File: src/tile_status_cfg.svh
// Register offsets, field positions, reset values and sizes of the tile status register bank.
`ifndef TILE_STATUS_CFG_SVH
`define TILE_STATUS_CFG_SVH

`define PS_ADDR_W 8
`define PS_RAM_BASE 8'h00
`define PS_VECTOR_BASE 8'h01
`define PS_TILE_CONTROL 8'h02
`define PS_TILE_BOOT_STATUS 8'h03
`define PS_SECURITY_CONFIG 8'h05
`define PS_RING_OSC_CONTROL 8'h06
`define PS_RING_OSC_COUNT_A 8'h07
`define PS_RING_OSC_TILE_WIRE 8'h08
`define PS_RING_OSC_PERIPH_CELL 8'h09
`define PS_RING_OSC_PERIPH_WIRE 8'h0A
`define PS_DEBUG_SAVED_STATUS 8'h10
`define PS_DEBUG_SAVED_PC 8'h11
`define PS_DEBUG_SAVED_SP 8'h12
`define PS_DEBUG_FETCH_OP_ONE 8'h13
`define PS_DEBUG_FETCH_OP_TWO 8'h14
`define PS_DEBUG_INT_TYPE 8'h15
`define PS_DEBUG_INT_DATA 8'h16
`define PS_DEBUG_CORE_CONTROL 8'h18
`define PS_DEBUG_SCRATCH_BASE 8'h20
`define PS_INSTR_BP_ADDR_BASE 8'h30
`define PS_INSTR_BP_CTRL_BASE 8'h40
`define PS_DATA_WATCH_ONE_BASE 8'h50
`define PS_DATA_WATCH_TWO_BASE 8'h60
`define PS_DATA_BP_CTRL_BASE 8'h70
`define PS_RES_WATCH_MASK_BASE 8'h80
`define PS_RES_WATCH_VALUE_BASE 8'h90
`define PS_RES_WATCH_CTRL_BASE 8'h9C

`define RW_CTRL_ENABLE_BIT 0
`define RW_CTRL_SENSE_BIT 1
`define RW_CTRL_CORE_LSB 16
`define RW_CTRL_CORE_MSB 23
`define RW_CTRL_WRITE_MASK 32'h00FF0003
`define RING_COUNT_MASK 32'h0000FFFF
`define REG_RESET_ZERO 32'h00000000

`endif

File: src/tile_status_pkg.sv
// Types shared by the tile status register bank.
package tile_status_pkg;

    typedef struct packed {
        logic read;
        logic write;
        logic debugMode;
        logic [7:0] addr;
        logic [31:0] wdata;
    } ps_req_s;

    typedef struct packed {
        logic valid;
        logic [2:0] core;
        logic [31:0] resourceId;
        logic [31:0] savedStatusWord;
        logic [31:0] savedProgramCounter;
        logic [31:0] savedStackPointer;
    } res_access_s;

    typedef enum logic [0:0] {
        RUN_ST = 1'b0,
        DEBUG_ST = 1'b1
    } dbg_state_e;

endpackage

File: src/tile_status_debug_registers.sv
// Processor status register bank of one tile, with debug capture and resource watchpoints.
`timescale 1ns/1ps
`include "tile_status_cfg.svh"

module tile_status_debug_registers #(
    parameter int NUM_WATCH = 4,
    parameter int NUM_CORES = 8,
    parameter int NUM_SLOTS = 4,
    parameter int NUM_SCRATCH = 8,
    parameter logic [31:0] BOOT_STATUS = 32'h00000000,
    parameter logic [31:0] SECURITY_CONFIG = 32'h00000000
) (
    input wire logic clk_sys,
    input wire logic rst_n,
    input wire tile_status_pkg::ps_req_s psReq,
    output logic [31:0] psRdata,
    output logic psRvalid,
    output logic psDenied,
    input wire tile_status_pkg::res_access_s resAccess,
    input wire logic [3:0][15:0] ringCount,
    input wire logic debugExit,
    output logic debugActive,
    output logic [7:0] coreSuspend,
    output logic [NUM_WATCH-1:0] watchHit,
    output logic [31:0] ramBase,
    output logic [31:0] vectorBase,
    output logic [31:0] tileControl,
    output logic [31:0] ringOscControl
);
    import tile_status_pkg::*;

    // ----------------------------------------
    // Request decode
    // ----------------------------------------
    // Debug-only registers sit at 0x10 and above; outside debug they refuse access.
    logic [7:0] addr;
    logic wrEn;
    logic rdEn;
    logic dbgRegion;
    logic dbgOk;
    logic [3:0] slot;
    logic scratchSel;
    logic slotOk;
    logic ctrlSel;
    assign addr = psReq.addr;
    assign dbgRegion = addr >= `PS_DEBUG_SAVED_STATUS;
    assign dbgOk = !dbgRegion || psReq.debugMode;
    assign wrEn = psReq.write && dbgOk;
    assign rdEn = psReq.read && dbgOk;
    assign slot = addr[3:0];
    assign scratchSel = addr[7:3] == 5'h04;
    assign slotOk = slot < NUM_SLOTS;
    // Only 0x9C to 0x9F hold watch controls, so everything above them stays unmapped.
    assign ctrlSel = (addr & 8'hFC) == `PS_RES_WATCH_CTRL_BASE;

    // ----------------------------------------
    // Plain registers
    // ----------------------------------------
    logic [31:0] ramBase_r;
    logic [31:0] vectorBase_r;
    logic [31:0] tileControl_r;
    logic [31:0] ringOscControl_r;
    logic [31:0] savedStatus_r;
    logic [31:0] savedPc_r;
    logic [31:0] savedSp_r;
    logic [31:0] fetchOpOne_r;
    logic [31:0] fetchOpTwo_r;
    logic [31:0] intType_r;
    logic [31:0] intData_r;
    logic [31:0] coreControl_r;
    logic [31:0] scratch_r [NUM_SCRATCH];
    logic [31:0] ibpAddr_r [NUM_SLOTS];
    logic [31:0] ibpCtrl_r [NUM_SLOTS];
    logic [31:0] dwOne_r [NUM_SLOTS];
    logic [31:0] dwTwo_r [NUM_SLOTS];
    logic [31:0] dbpCtrl_r [NUM_SLOTS];
    logic [31:0] rwMask_r [NUM_WATCH];
    logic [31:0] rwValue_r [NUM_WATCH];
    logic [31:0] rwCtrl_r [NUM_WATCH];
    logic [15:0] ringSamp_r [4];
    dbg_state_e state_r;
    logic [2:0] stopCore_r;

    // ----------------------------------------
    // Watchpoint compare
    // ----------------------------------------
    logic [NUM_WATCH-1:0] hit;
    logic anyHit;
    logic captureEn;
    genvar g;
    generate
        for (g = 0; g < NUM_WATCH; g++)
        begin : gWatch
            logic eqMatch;
            logic coreOn;
            logic maskWr;
            logic valueWr;
            logic ctrlWr;
            assign eqMatch = (resAccess.resourceId & rwMask_r[g]) == rwValue_r[g];
            assign coreOn = rwCtrl_r[g][`RW_CTRL_CORE_LSB + resAccess.core];
            assign hit[g] = resAccess.valid && (state_r == RUN_ST) && rwCtrl_r[g][`RW_CTRL_ENABLE_BIT]
                && coreOn && (eqMatch ^ rwCtrl_r[g][`RW_CTRL_SENSE_BIT]);
            assign maskWr = wrEn && (addr == `PS_RES_WATCH_MASK_BASE + 8'(g));
            assign valueWr = wrEn && (addr == `PS_RES_WATCH_VALUE_BASE + 8'(g));
            assign ctrlWr = wrEn && (addr == `PS_RES_WATCH_CTRL_BASE + 8'(g));

            // Each watchpoint owns its registers, so one entry's write never disturbs another's compare.
            always_ff @(posedge clk_sys)
            begin
                if (!rst_n)
                begin
                    rwMask_r[g] <= `REG_RESET_ZERO;
                    rwValue_r[g] <= `REG_RESET_ZERO;
                    rwCtrl_r[g] <= `REG_RESET_ZERO;
                end
                else
                begin
                    if (maskWr)
                    begin
                        rwMask_r[g] <= psReq.wdata;
                    end
                    if (valueWr)
                    begin
                        rwValue_r[g] <= psReq.wdata;
                    end
                    if (ctrlWr)
                    begin
                        // Only the core, sense and enable bits are kept, so reserved bits always read zero.
                        rwCtrl_r[g] <= psReq.wdata & `RW_CTRL_WRITE_MASK;
                    end
                end
            end
        end
    endgenerate
    assign anyHit = |hit;
    assign captureEn = (state_r == RUN_ST) && anyHit;

    // ----------------------------------------
    // Debug state
    // ----------------------------------------
    // Hits are masked outside the run state, so a later hit cannot overwrite a capture until debugExit returns to it.
    always_ff @(posedge clk_sys)
    begin
        if (!rst_n)
        begin
            state_r <= RUN_ST;
            stopCore_r <= 3'h0;
        end
        else
        begin
            unique case (state_r)
                RUN_ST:
                begin
                    if (anyHit)
                    begin
                        state_r <= DEBUG_ST;
                        stopCore_r <= resAccess.core;
                    end
                end
                DEBUG_ST:
                begin
                    if (debugExit)
                    begin
                        state_r <= RUN_ST;
                    end
                end
            endcase
        end
    end

    // ----------------------------------------
    // Register writes and capture
    // ----------------------------------------
    // The capture on debug entry takes priority over a software write in the same cycle.
    always_ff @(posedge clk_sys)
    begin
        if (!rst_n)
        begin
            ramBase_r <= `REG_RESET_ZERO;
            vectorBase_r <= `REG_RESET_ZERO;
            tileControl_r <= `REG_RESET_ZERO;
            ringOscControl_r <= `REG_RESET_ZERO;
            savedStatus_r <= `REG_RESET_ZERO;
            savedPc_r <= `REG_RESET_ZERO;
            savedSp_r <= `REG_RESET_ZERO;
            fetchOpOne_r <= `REG_RESET_ZERO;
            fetchOpTwo_r <= `REG_RESET_ZERO;
            intType_r <= `REG_RESET_ZERO;
            intData_r <= `REG_RESET_ZERO;
            coreControl_r <= `REG_RESET_ZERO;
            for (int i = 0; i < NUM_SCRATCH; i++)
            begin
                scratch_r[i] <= `REG_RESET_ZERO;
            end
            for (int i = 0; i < NUM_SLOTS; i++)
            begin
                ibpAddr_r[i] <= `REG_RESET_ZERO;
                ibpCtrl_r[i] <= `REG_RESET_ZERO;
                dwOne_r[i] <= `REG_RESET_ZERO;
                dwTwo_r[i] <= `REG_RESET_ZERO;
                dbpCtrl_r[i] <= `REG_RESET_ZERO;
            end
        end
        else
        begin
            if (wrEn)
            begin
                unique case (addr)
                    `PS_RAM_BASE: ramBase_r <= psReq.wdata;
                    `PS_VECTOR_BASE: vectorBase_r <= psReq.wdata;
                    `PS_TILE_CONTROL: tileControl_r <= psReq.wdata;
                    `PS_RING_OSC_CONTROL: ringOscControl_r <= psReq.wdata;
                    `PS_DEBUG_SAVED_STATUS: savedStatus_r <= psReq.wdata;
                    `PS_DEBUG_SAVED_PC: savedPc_r <= psReq.wdata;
                    `PS_DEBUG_SAVED_SP: savedSp_r <= psReq.wdata;
                    `PS_DEBUG_FETCH_OP_ONE: fetchOpOne_r <= psReq.wdata;
                    `PS_DEBUG_FETCH_OP_TWO: fetchOpTwo_r <= psReq.wdata;
                    `PS_DEBUG_INT_TYPE: intType_r <= psReq.wdata;
                    `PS_DEBUG_INT_DATA: intData_r <= psReq.wdata;
                    `PS_DEBUG_CORE_CONTROL: coreControl_r <= psReq.wdata;
                    default:
                    begin
                        if (scratchSel)
                        begin
                            scratch_r[addr[2:0]] <= psReq.wdata;
                        end
                        if (slotOk)
                        begin
                            unique case (addr[7:4])
                                4'h3: ibpAddr_r[slot[1:0]] <= psReq.wdata;
                                4'h4: ibpCtrl_r[slot[1:0]] <= psReq.wdata;
                                4'h5: dwOne_r[slot[1:0]] <= psReq.wdata;
                                4'h6: dwTwo_r[slot[1:0]] <= psReq.wdata;
                                4'h7: dbpCtrl_r[slot[1:0]] <= psReq.wdata;
                                default: ;
                            endcase
                        end
                    end
                endcase
            end
            if (captureEn)
            begin
                savedStatus_r <= resAccess.savedStatusWord;
                savedPc_r <= resAccess.savedProgramCounter;
                savedSp_r <= resAccess.savedStackPointer;
            end
        end
    end

    // ----------------------------------------
    // Ring oscillator sampling
    // ----------------------------------------
    // No reset branch: the last counts must still be readable after a system reset.
    genvar r;
    generate
        for (r = 0; r < 4; r++)
        begin : gRing
            // Each count is taken straight in, as the oscillator counters run on this clock.
            always_ff @(posedge clk_sys)
            begin
                ringSamp_r[r] <= ringCount[r];
            end
        end
    endgenerate

    // ----------------------------------------
    // Read mux
    // ----------------------------------------
    logic [31:0] rdMux;
    always_comb
    begin
        rdMux = `REG_RESET_ZERO;
        unique case (addr)
            `PS_RAM_BASE: rdMux = ramBase_r;
            `PS_VECTOR_BASE: rdMux = vectorBase_r;
            `PS_TILE_CONTROL: rdMux = tileControl_r;
            `PS_TILE_BOOT_STATUS: rdMux = BOOT_STATUS;
            `PS_SECURITY_CONFIG: rdMux = SECURITY_CONFIG;
            `PS_RING_OSC_CONTROL: rdMux = ringOscControl_r;
            `PS_RING_OSC_COUNT_A: rdMux = {16'h0000, ringSamp_r[0]};
            `PS_RING_OSC_TILE_WIRE: rdMux = {16'h0000, ringSamp_r[1]};
            `PS_RING_OSC_PERIPH_CELL: rdMux = {16'h0000, ringSamp_r[2]};
            `PS_RING_OSC_PERIPH_WIRE: rdMux = {16'h0000, ringSamp_r[3]};
            `PS_DEBUG_SAVED_STATUS: rdMux = savedStatus_r;
            `PS_DEBUG_SAVED_PC: rdMux = savedPc_r;
            `PS_DEBUG_SAVED_SP: rdMux = savedSp_r;
            `PS_DEBUG_FETCH_OP_ONE: rdMux = fetchOpOne_r;
            `PS_DEBUG_FETCH_OP_TWO: rdMux = fetchOpTwo_r;
            `PS_DEBUG_INT_TYPE: rdMux = intType_r;
            `PS_DEBUG_INT_DATA: rdMux = intData_r;
            `PS_DEBUG_CORE_CONTROL: rdMux = coreControl_r;
            default:
            begin
                if (scratchSel)
                begin
                    rdMux = scratch_r[addr[2:0]];
                end
                if (slotOk)
                begin
                    unique case (addr[7:4])
                        4'h3: rdMux = ibpAddr_r[slot[1:0]];
                        4'h4: rdMux = ibpCtrl_r[slot[1:0]];
                        4'h5: rdMux = dwOne_r[slot[1:0]];
                        4'h6: rdMux = dwTwo_r[slot[1:0]];
                        4'h7: rdMux = dbpCtrl_r[slot[1:0]];
                        4'h8: rdMux = rwMask_r[slot[1:0]];
                        4'h9: rdMux = rwValue_r[slot[1:0]];
                        default: ;
                    endcase
                end
                if (ctrlSel)
                begin
                    rdMux = rwCtrl_r[slot[1:0]];
                end
            end
        endcase
    end

    // ----------------------------------------
    // Outputs
    // ----------------------------------------
    logic [31:0] psRdata_r;
    logic psRvalid_r;
    logic psDenied_r;
    logic [NUM_WATCH-1:0] watchHit_r;
    always_ff @(posedge clk_sys)
    begin
        if (!rst_n)
        begin
            psRdata_r <= `REG_RESET_ZERO;
            psRvalid_r <= 1'b0;
            psDenied_r <= 1'b0;
            watchHit_r <= '0;
        end
        else
        begin
            psRdata_r <= rdEn ? rdMux : `REG_RESET_ZERO;
            psRvalid_r <= rdEn;
            psDenied_r <= (psReq.read || psReq.write) && !dbgOk;
            watchHit_r <= hit;
        end
    end

    logic [7:0] suspendDec;
    assign suspendDec = (state_r == DEBUG_ST) ? (8'h01 << stopCore_r) : 8'h00;
    assign psRdata = psRdata_r;
    assign psRvalid = psRvalid_r;
    assign psDenied = psDenied_r;
    assign debugActive = state_r == DEBUG_ST;
    assign coreSuspend = suspendDec;
    assign watchHit = watchHit_r;
    assign ramBase = ramBase_r;
    assign vectorBase = vectorBase_r;
    assign tileControl = tileControl_r;
    assign ringOscControl = ringOscControl_r;
endmodule

File: config.mk
export PLATFORM = sky130hd
export DESIGN_NAME = tile_status_debug_registers
export DESIGN_NICKNAME = d
export VERILOG_FILES = /design/src/tile_status_pkg.sv /design/src/tile_status_debug_registers.sv
export VERILOG_INCLUDE_DIRS = /design/src
export SDC_FILE = /design/constraint.sdc
export NUM_CORES = 2
export LEC_CHECK = 0
export ABC_AREA = 1
export BUFFER_PORTS_ARGS = -buffer_cell sky130_fd_sc_hd__buf_2
export CORE_MARGIN = 8
export CORE_UTILIZATION = 30
export CTS_CLUSTER_DIAMETER = 100
export CTS_CLUSTER_SIZE = 24
export DETAILED_ROUTE_END_ITERATION = 8
export GPL_TIMING_DRIVEN = 1
export PLACE_DENSITY = 0.43
export SYNTH_ARGS = -nofsm -noshare
export SYNTH_HDL_FRONTEND = slang
export SYNTH_SLANG_ARGS = --single-unit
File: constraint.sdc
create_clock -name clk_sys -period 14.15 [get_ports clk_sys]
set_clock_uncertainty 0.1 [all_clocks]
set_input_delay 2.1225 -clock clk_sys [delete_from_list [all_inputs] [get_ports clk_sys]]
set_output_delay 2.1225 -clock clk_sys [all_outputs]
set_load 0.1 [all_outputs]
Yosys cells after proc, flatten, opt, wreduce, memory -nomap -nowiden
Memory sizes are Yosys's and may differ from the RTL's.
Index checks and enable logic that the tools add are counted.

operators by class
  multiply operators = 0
  reductions and logical operators = 61
  equal/unequal tests = 42
  add/subtract/negate cells = 1
  div/mod/pow operators = 0
  mux-type cells = 128
  bitwise logic cells = 21
  shifts and indexed selects = 1
  $lt $le $gt $ge = 3

operators by type and width
  operator            number
  $mux 32             26
  $pmux 32 s17        1
  $pmux 32 s7         1
  $reduce_or 32->1    6
  $and 32x32->32      4
  $eq 32x32->1        4
  $eq 8x8->1 const B  12
  $mux 1              84
  $eq 8x5->1 const B  8
  $mux 10             4
  $logic_and 1x1->1   29
  $reduce_and 2->1    14
  $eq 8x3->1 const B  3
  $eq 8x4->1 const B  3
  $bmux 1 s5          4
  $eq 4x3->1 const B  4
  $eq 8x2->1 const B  2
  $or 1x1->1          12
  $reduce_or 12->1    1
  $mux 2              5
  $eq 4x4->1 const B  2
  $eq 8x1->1 const B  1
  $ge 8x5->1 const B  1
  $logic_not 8->1     1
  other kinds (17)    25

word-level totals
  memories = 10
  register bits after elaboration = 426
  bits in read-only memories = 0
  word-level logic and storage cells = 285
  output and inout bits = 175
  bits of input ports = 242
  latch bits = 0
  memory bits (writable) = 1256

memory list
  name             words  width  read ports  clocked after Yosys merged registers in  wr ports  RTL line                           source
  scratch_r        8      32     1           0                                        8         tile_status_debug_registers.sv:71  logic [31:0] scratch_r [NUM_SCRATCH];
  dbpCtrl_r        4      32     1           0                                        4         tile_status_debug_registers.sv:76  logic [31:0] dbpCtrl_r [NUM_SLOTS];
  dwOne_r          4      32     1           0                                        4         tile_status_debug_registers.sv:74  logic [31:0] dwOne_r [NUM_SLOTS];
  dwTwo_r          4      32     1           0                                        4         tile_status_debug_registers.sv:75  logic [31:0] dwTwo_r [NUM_SLOTS];
  ibpAddr_r        4      32     1           0                                        4         tile_status_debug_registers.sv:72  logic [31:0] ibpAddr_r [NUM_SLOTS];
  ibpCtrl_r        4      32     1           0                                        4         tile_status_debug_registers.sv:73  logic [31:0] ibpCtrl_r [NUM_SLOTS];
  4 more memories  -      -      -           -                                        -         -

Longest topological paths before layout
  depth in word-level cells = 9
  depth in mapped cells = 20
  mapped depth without buffers = 17

Least setup slack after synthesis
OpenSTA, ideal clock, no wires.

  kind = input port to flip-flop
  start = input psReq[38] in the netlist's numbering
  end = memory dwOne_r[3][0] (enable)
  buffers on the path = 2
  data required time = 13.580 ns
  library setup time = 0.470 ns
  setup slack = 8.065 ns
  stages on the path = 8
  arrival = 5.515 ns
  cells stage by stage = inv_1 -> nor2_1 -> inv_1 -> nor2_1 -> inv_1 -> buf_2 -> buf_1 -> o31ai_1

RTL lines
  item             RTL line                           source
  start, declared  tile_status_debug_registers.sv:15  input wire tile_status_pkg::ps_req_s psReq,
  end, declared    tile_status_debug_registers.sv:74

==> results by group <==
Status
  – Failing checks: capacitance limit, slew limit
  – Status: complete, but fails checks

Placed design
  – DP Wirelength: 206800 um
  – Port buffer count: 416
  – Pre-CTS WS: 7.016 ns
  – GPL Wtd Cong: 0.8367

STA
  – Worst slew pin tran: 1.518 ns
  – Max-slew violation count: 2
  – Setup violators final: 0
  – Post-Route Setup TNS: 0 ns
  – Worst relative slew slack: -0.02115
  – Fin. Hold Viols: 0
  – Min cycle time layout: 6.326 ns
  – Final WS setup: 7.824 ns
  – RSZ-0062 raised after global routing: false
  – Period utilization: 0.4470
  – Fmax achieved: 158.1 MHz

Pwr
  – Flop pwr share: 0.599
  – Pwr Density: 114.2 mW/mm^2
  – Clock power frac: 0.308
  – Switching portion of total power: 0.2647
  – Net switching power: 0.002453 W
  – Comb pwr share: 0.093
  – P_int: 0.006815 W
  – Leakage: 30.62 nW
  – Worst VDD drop: 0.09286 mV

Setup path
  – CP Launch Type: input port
  – Cells along the critical path: buf_2 -> nor2_4 -> buf_4 -> buf_4 -> buf_12 -> buf_4 -> nand3_1 -> buf_4 -> nand2_1 -> buf_4
  – Critical path origin: psReq[32]
  – R2r setup slk: 9.74 ns
  – CP most frequent cell: buf_4
  – Crit Path Max Fanout: 105
  – Max incr delay on CP: 0.62 ns
  – Worst reg-to-reg path cell count: 16
  – CP Data Required Time: 14.49 ns
  – Kind of critical path: input port to flop
  – Worst Setup End Kind: flop
  – WP data arrival: 6.67 ns
  – Slowest CP cell: buf_4
  – R2R Path End: savedStatus_r[11]$_SDFFE_PN0P_
  – Worst r2r src: rwMask_r[0][28]$_SDFFCE_PN0P_

Detailed routing
  – Drt drc: 0
  – First-iteration detailed-routing DRC count: 6892
  – Post-Route WL: 317700 um
  – WL/cell: 28.79 um
  – Vias/cell: 5.364
  – Via count of the routed design: 59200
  – DR pass1 iterations: 6
  – ANT nets after route: 0

Clocking
  – Num CTS Buffers: 82
  – CTS resizes: 0
  – TritonCTS clock tree: done
  – Clk sink count: 1682
  – CTS root buf: clkbuf_16
  – Clock latency at the later pin of the worst-skew pair: 0.76 ns
  – H-tree depth: 3
  – Clock transition at the registers of the reported paths: 0.11 ns
  – Clock tree buffer depth: 3
  – Post-CTS Setup Bufs: 0
  – Hold-fix buffers at CTS: 0

Floorplan
  – Ports: 417
  – Die width: 509.8 um
  – FP Rows: 181
  – Die area: 0.2599 mm^2
  – CORE AREA: 0.2428 mm^2
  – Die H: 509.8 um
  – Initial core utilization: 0.3014

Logic synthesis
  – Top post-synthesis cells by area: edfxtp_1 49%, dfxtp_1 13%, nor2_1 7.2%
  – Main synth FF type: edfxtp_1
  – EDFF count, synth: 1192
  – Commonest cells post-synth: 1397 x nor2_1, 1272 x nand2_1, 1192 x edfxtp_1
  – Count leader, synth: nor2_1
  – Synth async-reset ratio: 0
  – Post-synthesis register bit count: 1682
  – Post-Syn Area per Cell: 9.539 um^2
  – Mapped Cells: 7670
  – Yosys top cell by area: edfxtp_1
  – Mapped Nets: 7912
  – Synth Warn #: 0
  – Post-synth top area share: 0.4892
  – Sequential cell area fraction in the yosys report: 0.6233
  – Synthesized cell area: 0.07316 mm^2
  – Synth unique cells: 50

Flow run
  – MaxCap Viol Count: 1

GRT
  – Largest net degree at the start of global routing: 190
  – Vias in the first global route: 56170
  – Antenna violations before repair: 46
  – First-pass GRT wire length: 442500 um
  – Gr ovfl total: 0
  – Overall Global Routing Usage: 0.2347

Final layout
  – Ratio of cells with drive above 1 in the final layout: 0.1052
  – Fin nets: 8012
  – Fillcell total: 25000
  – Area grow syn2layout: 10.93%

Hold path
  – HP Start: fetchOpOne_r[14]$_SDFFE_PN0P_
  – Worst hold path class: flop to flop
  – Hold Path Depth: 2
  – Hold worst-path end: fetchOpOne_r[14]$_SDFFE_PN0P_
how the worst max path moves through the flow:
stage / to / slack [ns] / cells past startpoint
after global placement: psRdata[27]$_SDFF_PN0_ / 7.01 / 14
final: scratch_r[4][2]$_SDFFCE_PN0P_ / 7.82 / 10
after global routing: scratch_r[6][5]$_SDFFCE_PN0P_ / 7.70 / 13
after detailed placement: psRdata[27]$_SDFF_PN0_ / 7.02 / 14
after CTS: psRdata[27]$_SDFF_PN0_ / 7.84 / 14
after floorplan: dwOne_r[3][0]$_DFFE_PP_ / 8.07 / 8
metal layers:
metal | track usage | wire length, um
met5 | 0 | 160
met4 | 0.05576 | 7713
met3 | 0.04178 | 24680
met2 | 0.3762 | 144100
met1 | 0.3305 | 141100
flip-flops by register name, summed over array words and instances (netlist names), 40 cells and up:
| register | cells |
|---|---|
| dbpCtrl_r | 128 |
| dwOne_r | 128 |
| dwTwo_r | 128 |
| ibpAddr_r | 128 |
| ibpCtrl_r | 128 |
| ringSamp_r | 64 |
| rwCtrl_r | 40 |
| rwMask_r | 128 |
| rwValue_r | 128 |
| scratch_r | 256 |
logic make-up (layout without fill, tap and decap cells):
family / Yosys count / in the layout / synth area share
AOI/OAI and AO/OA: 1531 / 1531 / 0.1295
other: 0 / 19 / 0
DFF: 1682 / 1682 / 0.6233
buffers and inverters: 1100 / 1246 / 0.05946
and+or+nand+nor: 3351 / 3351 / 0.1870
xor gates and xnor gates: 6 / 6 / 0.0007183
power by group through the flow:
stage	clock, W	sequential [W]	combinational, W
4_1_cts	0.00292	0.00555	0.000862
5_1_grt	0.00307	0.00557	0.000914
3_5_place_dp	0	0.00566	0.000861
3_3_place_gp	0	0.00566	0.000858
6_report	0.00286	0.00555	0.000863
2_1_floorplan	0	0.00565	0.000448
cells in the final DEF, fill, tap and decap left out, types with 19 or more instances in the layout:
| master | netlist | final |
|---|---|---|
| a211oi_1 | 48 | 47 |
| a21oi_1 | 407 | 407 |
| a221oi_1 | 28 | 27 |
| a22o_1 | 30 | 30 |
| a22oi_1 | 449 | 449 |
| a31oi_1 | 75 | 75 |
| buf_2 | 106 | 416 |
| buf_4 | 19 | 187 |
| clkbuf_1 | 420 | 29 |
| clkbuf_16 | 0 | 85 |
| dfxtp_1 | 490 | 490 |
| diode_2 | 0 | 19 |
| edfxtp_1 | 1192 | 1192 |
| inv_1 | 476 | 462 |
| inv_2 | 17 | 34 |
| nand2_1 | 1272 | 1261 |
| nand3_1 | 525 | 524 |
| nand4_1 | 53 | 53 |
| nor2_1 | 1397 | 1386 |
| nor3_1 | 35 | 32 |
| o21ai_0 | 380 | 375 |
| o22ai_1 | 50 | 50 |
area by class of cell:
| class | instances | area [um^2] | area share |
|---|---|---|---|
| diodes | 19 | 47.55 | 0.0005858 |
| clock buffers | 117 | 2277 | 0.02806 |
| clock inverters | 13 | 126.4 | 0.001557 |
| inverters | 505 | 1903 | 0.02345 |
| multi-input cells | 4888 | 23560 | 0.2903 |
| flip-flops and latches | 1682 | 45600 | 0.5619 |
| well taps | 3202 | 4006 | 0.04936 |
| repair buffers | 611 | 3631 | 0.04474 |
worst max-delay path, delay by kind of cell:
kind / cells / cell delay (ns)
AND/OR/NAND/NOR: 3 / 1.14
buffers and inverters: 7 / 3.11
through the flow:
stage / cell area [um^2] / util / hold WS (ns) / cells / total power (W)
global route: 81120 / 0.3341 / 0.3765 / 11020 / 0.009548
global placement: 78680 / 0.3241 / 0.3337 / 10890 / 0.006516
finish: 81160 / 0.3343 / 0.3512 / 11040 / 0.009268
CTS: 81110 / 0.3341 / 0.3525 / 11020 / 0.009329
detailed placement: 78700 / 0.3242 / 0.3366 / 10890 / 0.006521
floorplan: 73160 / - / 0.3236 / 7670 / 0.006098
Power figures use the tool's default switching activity.
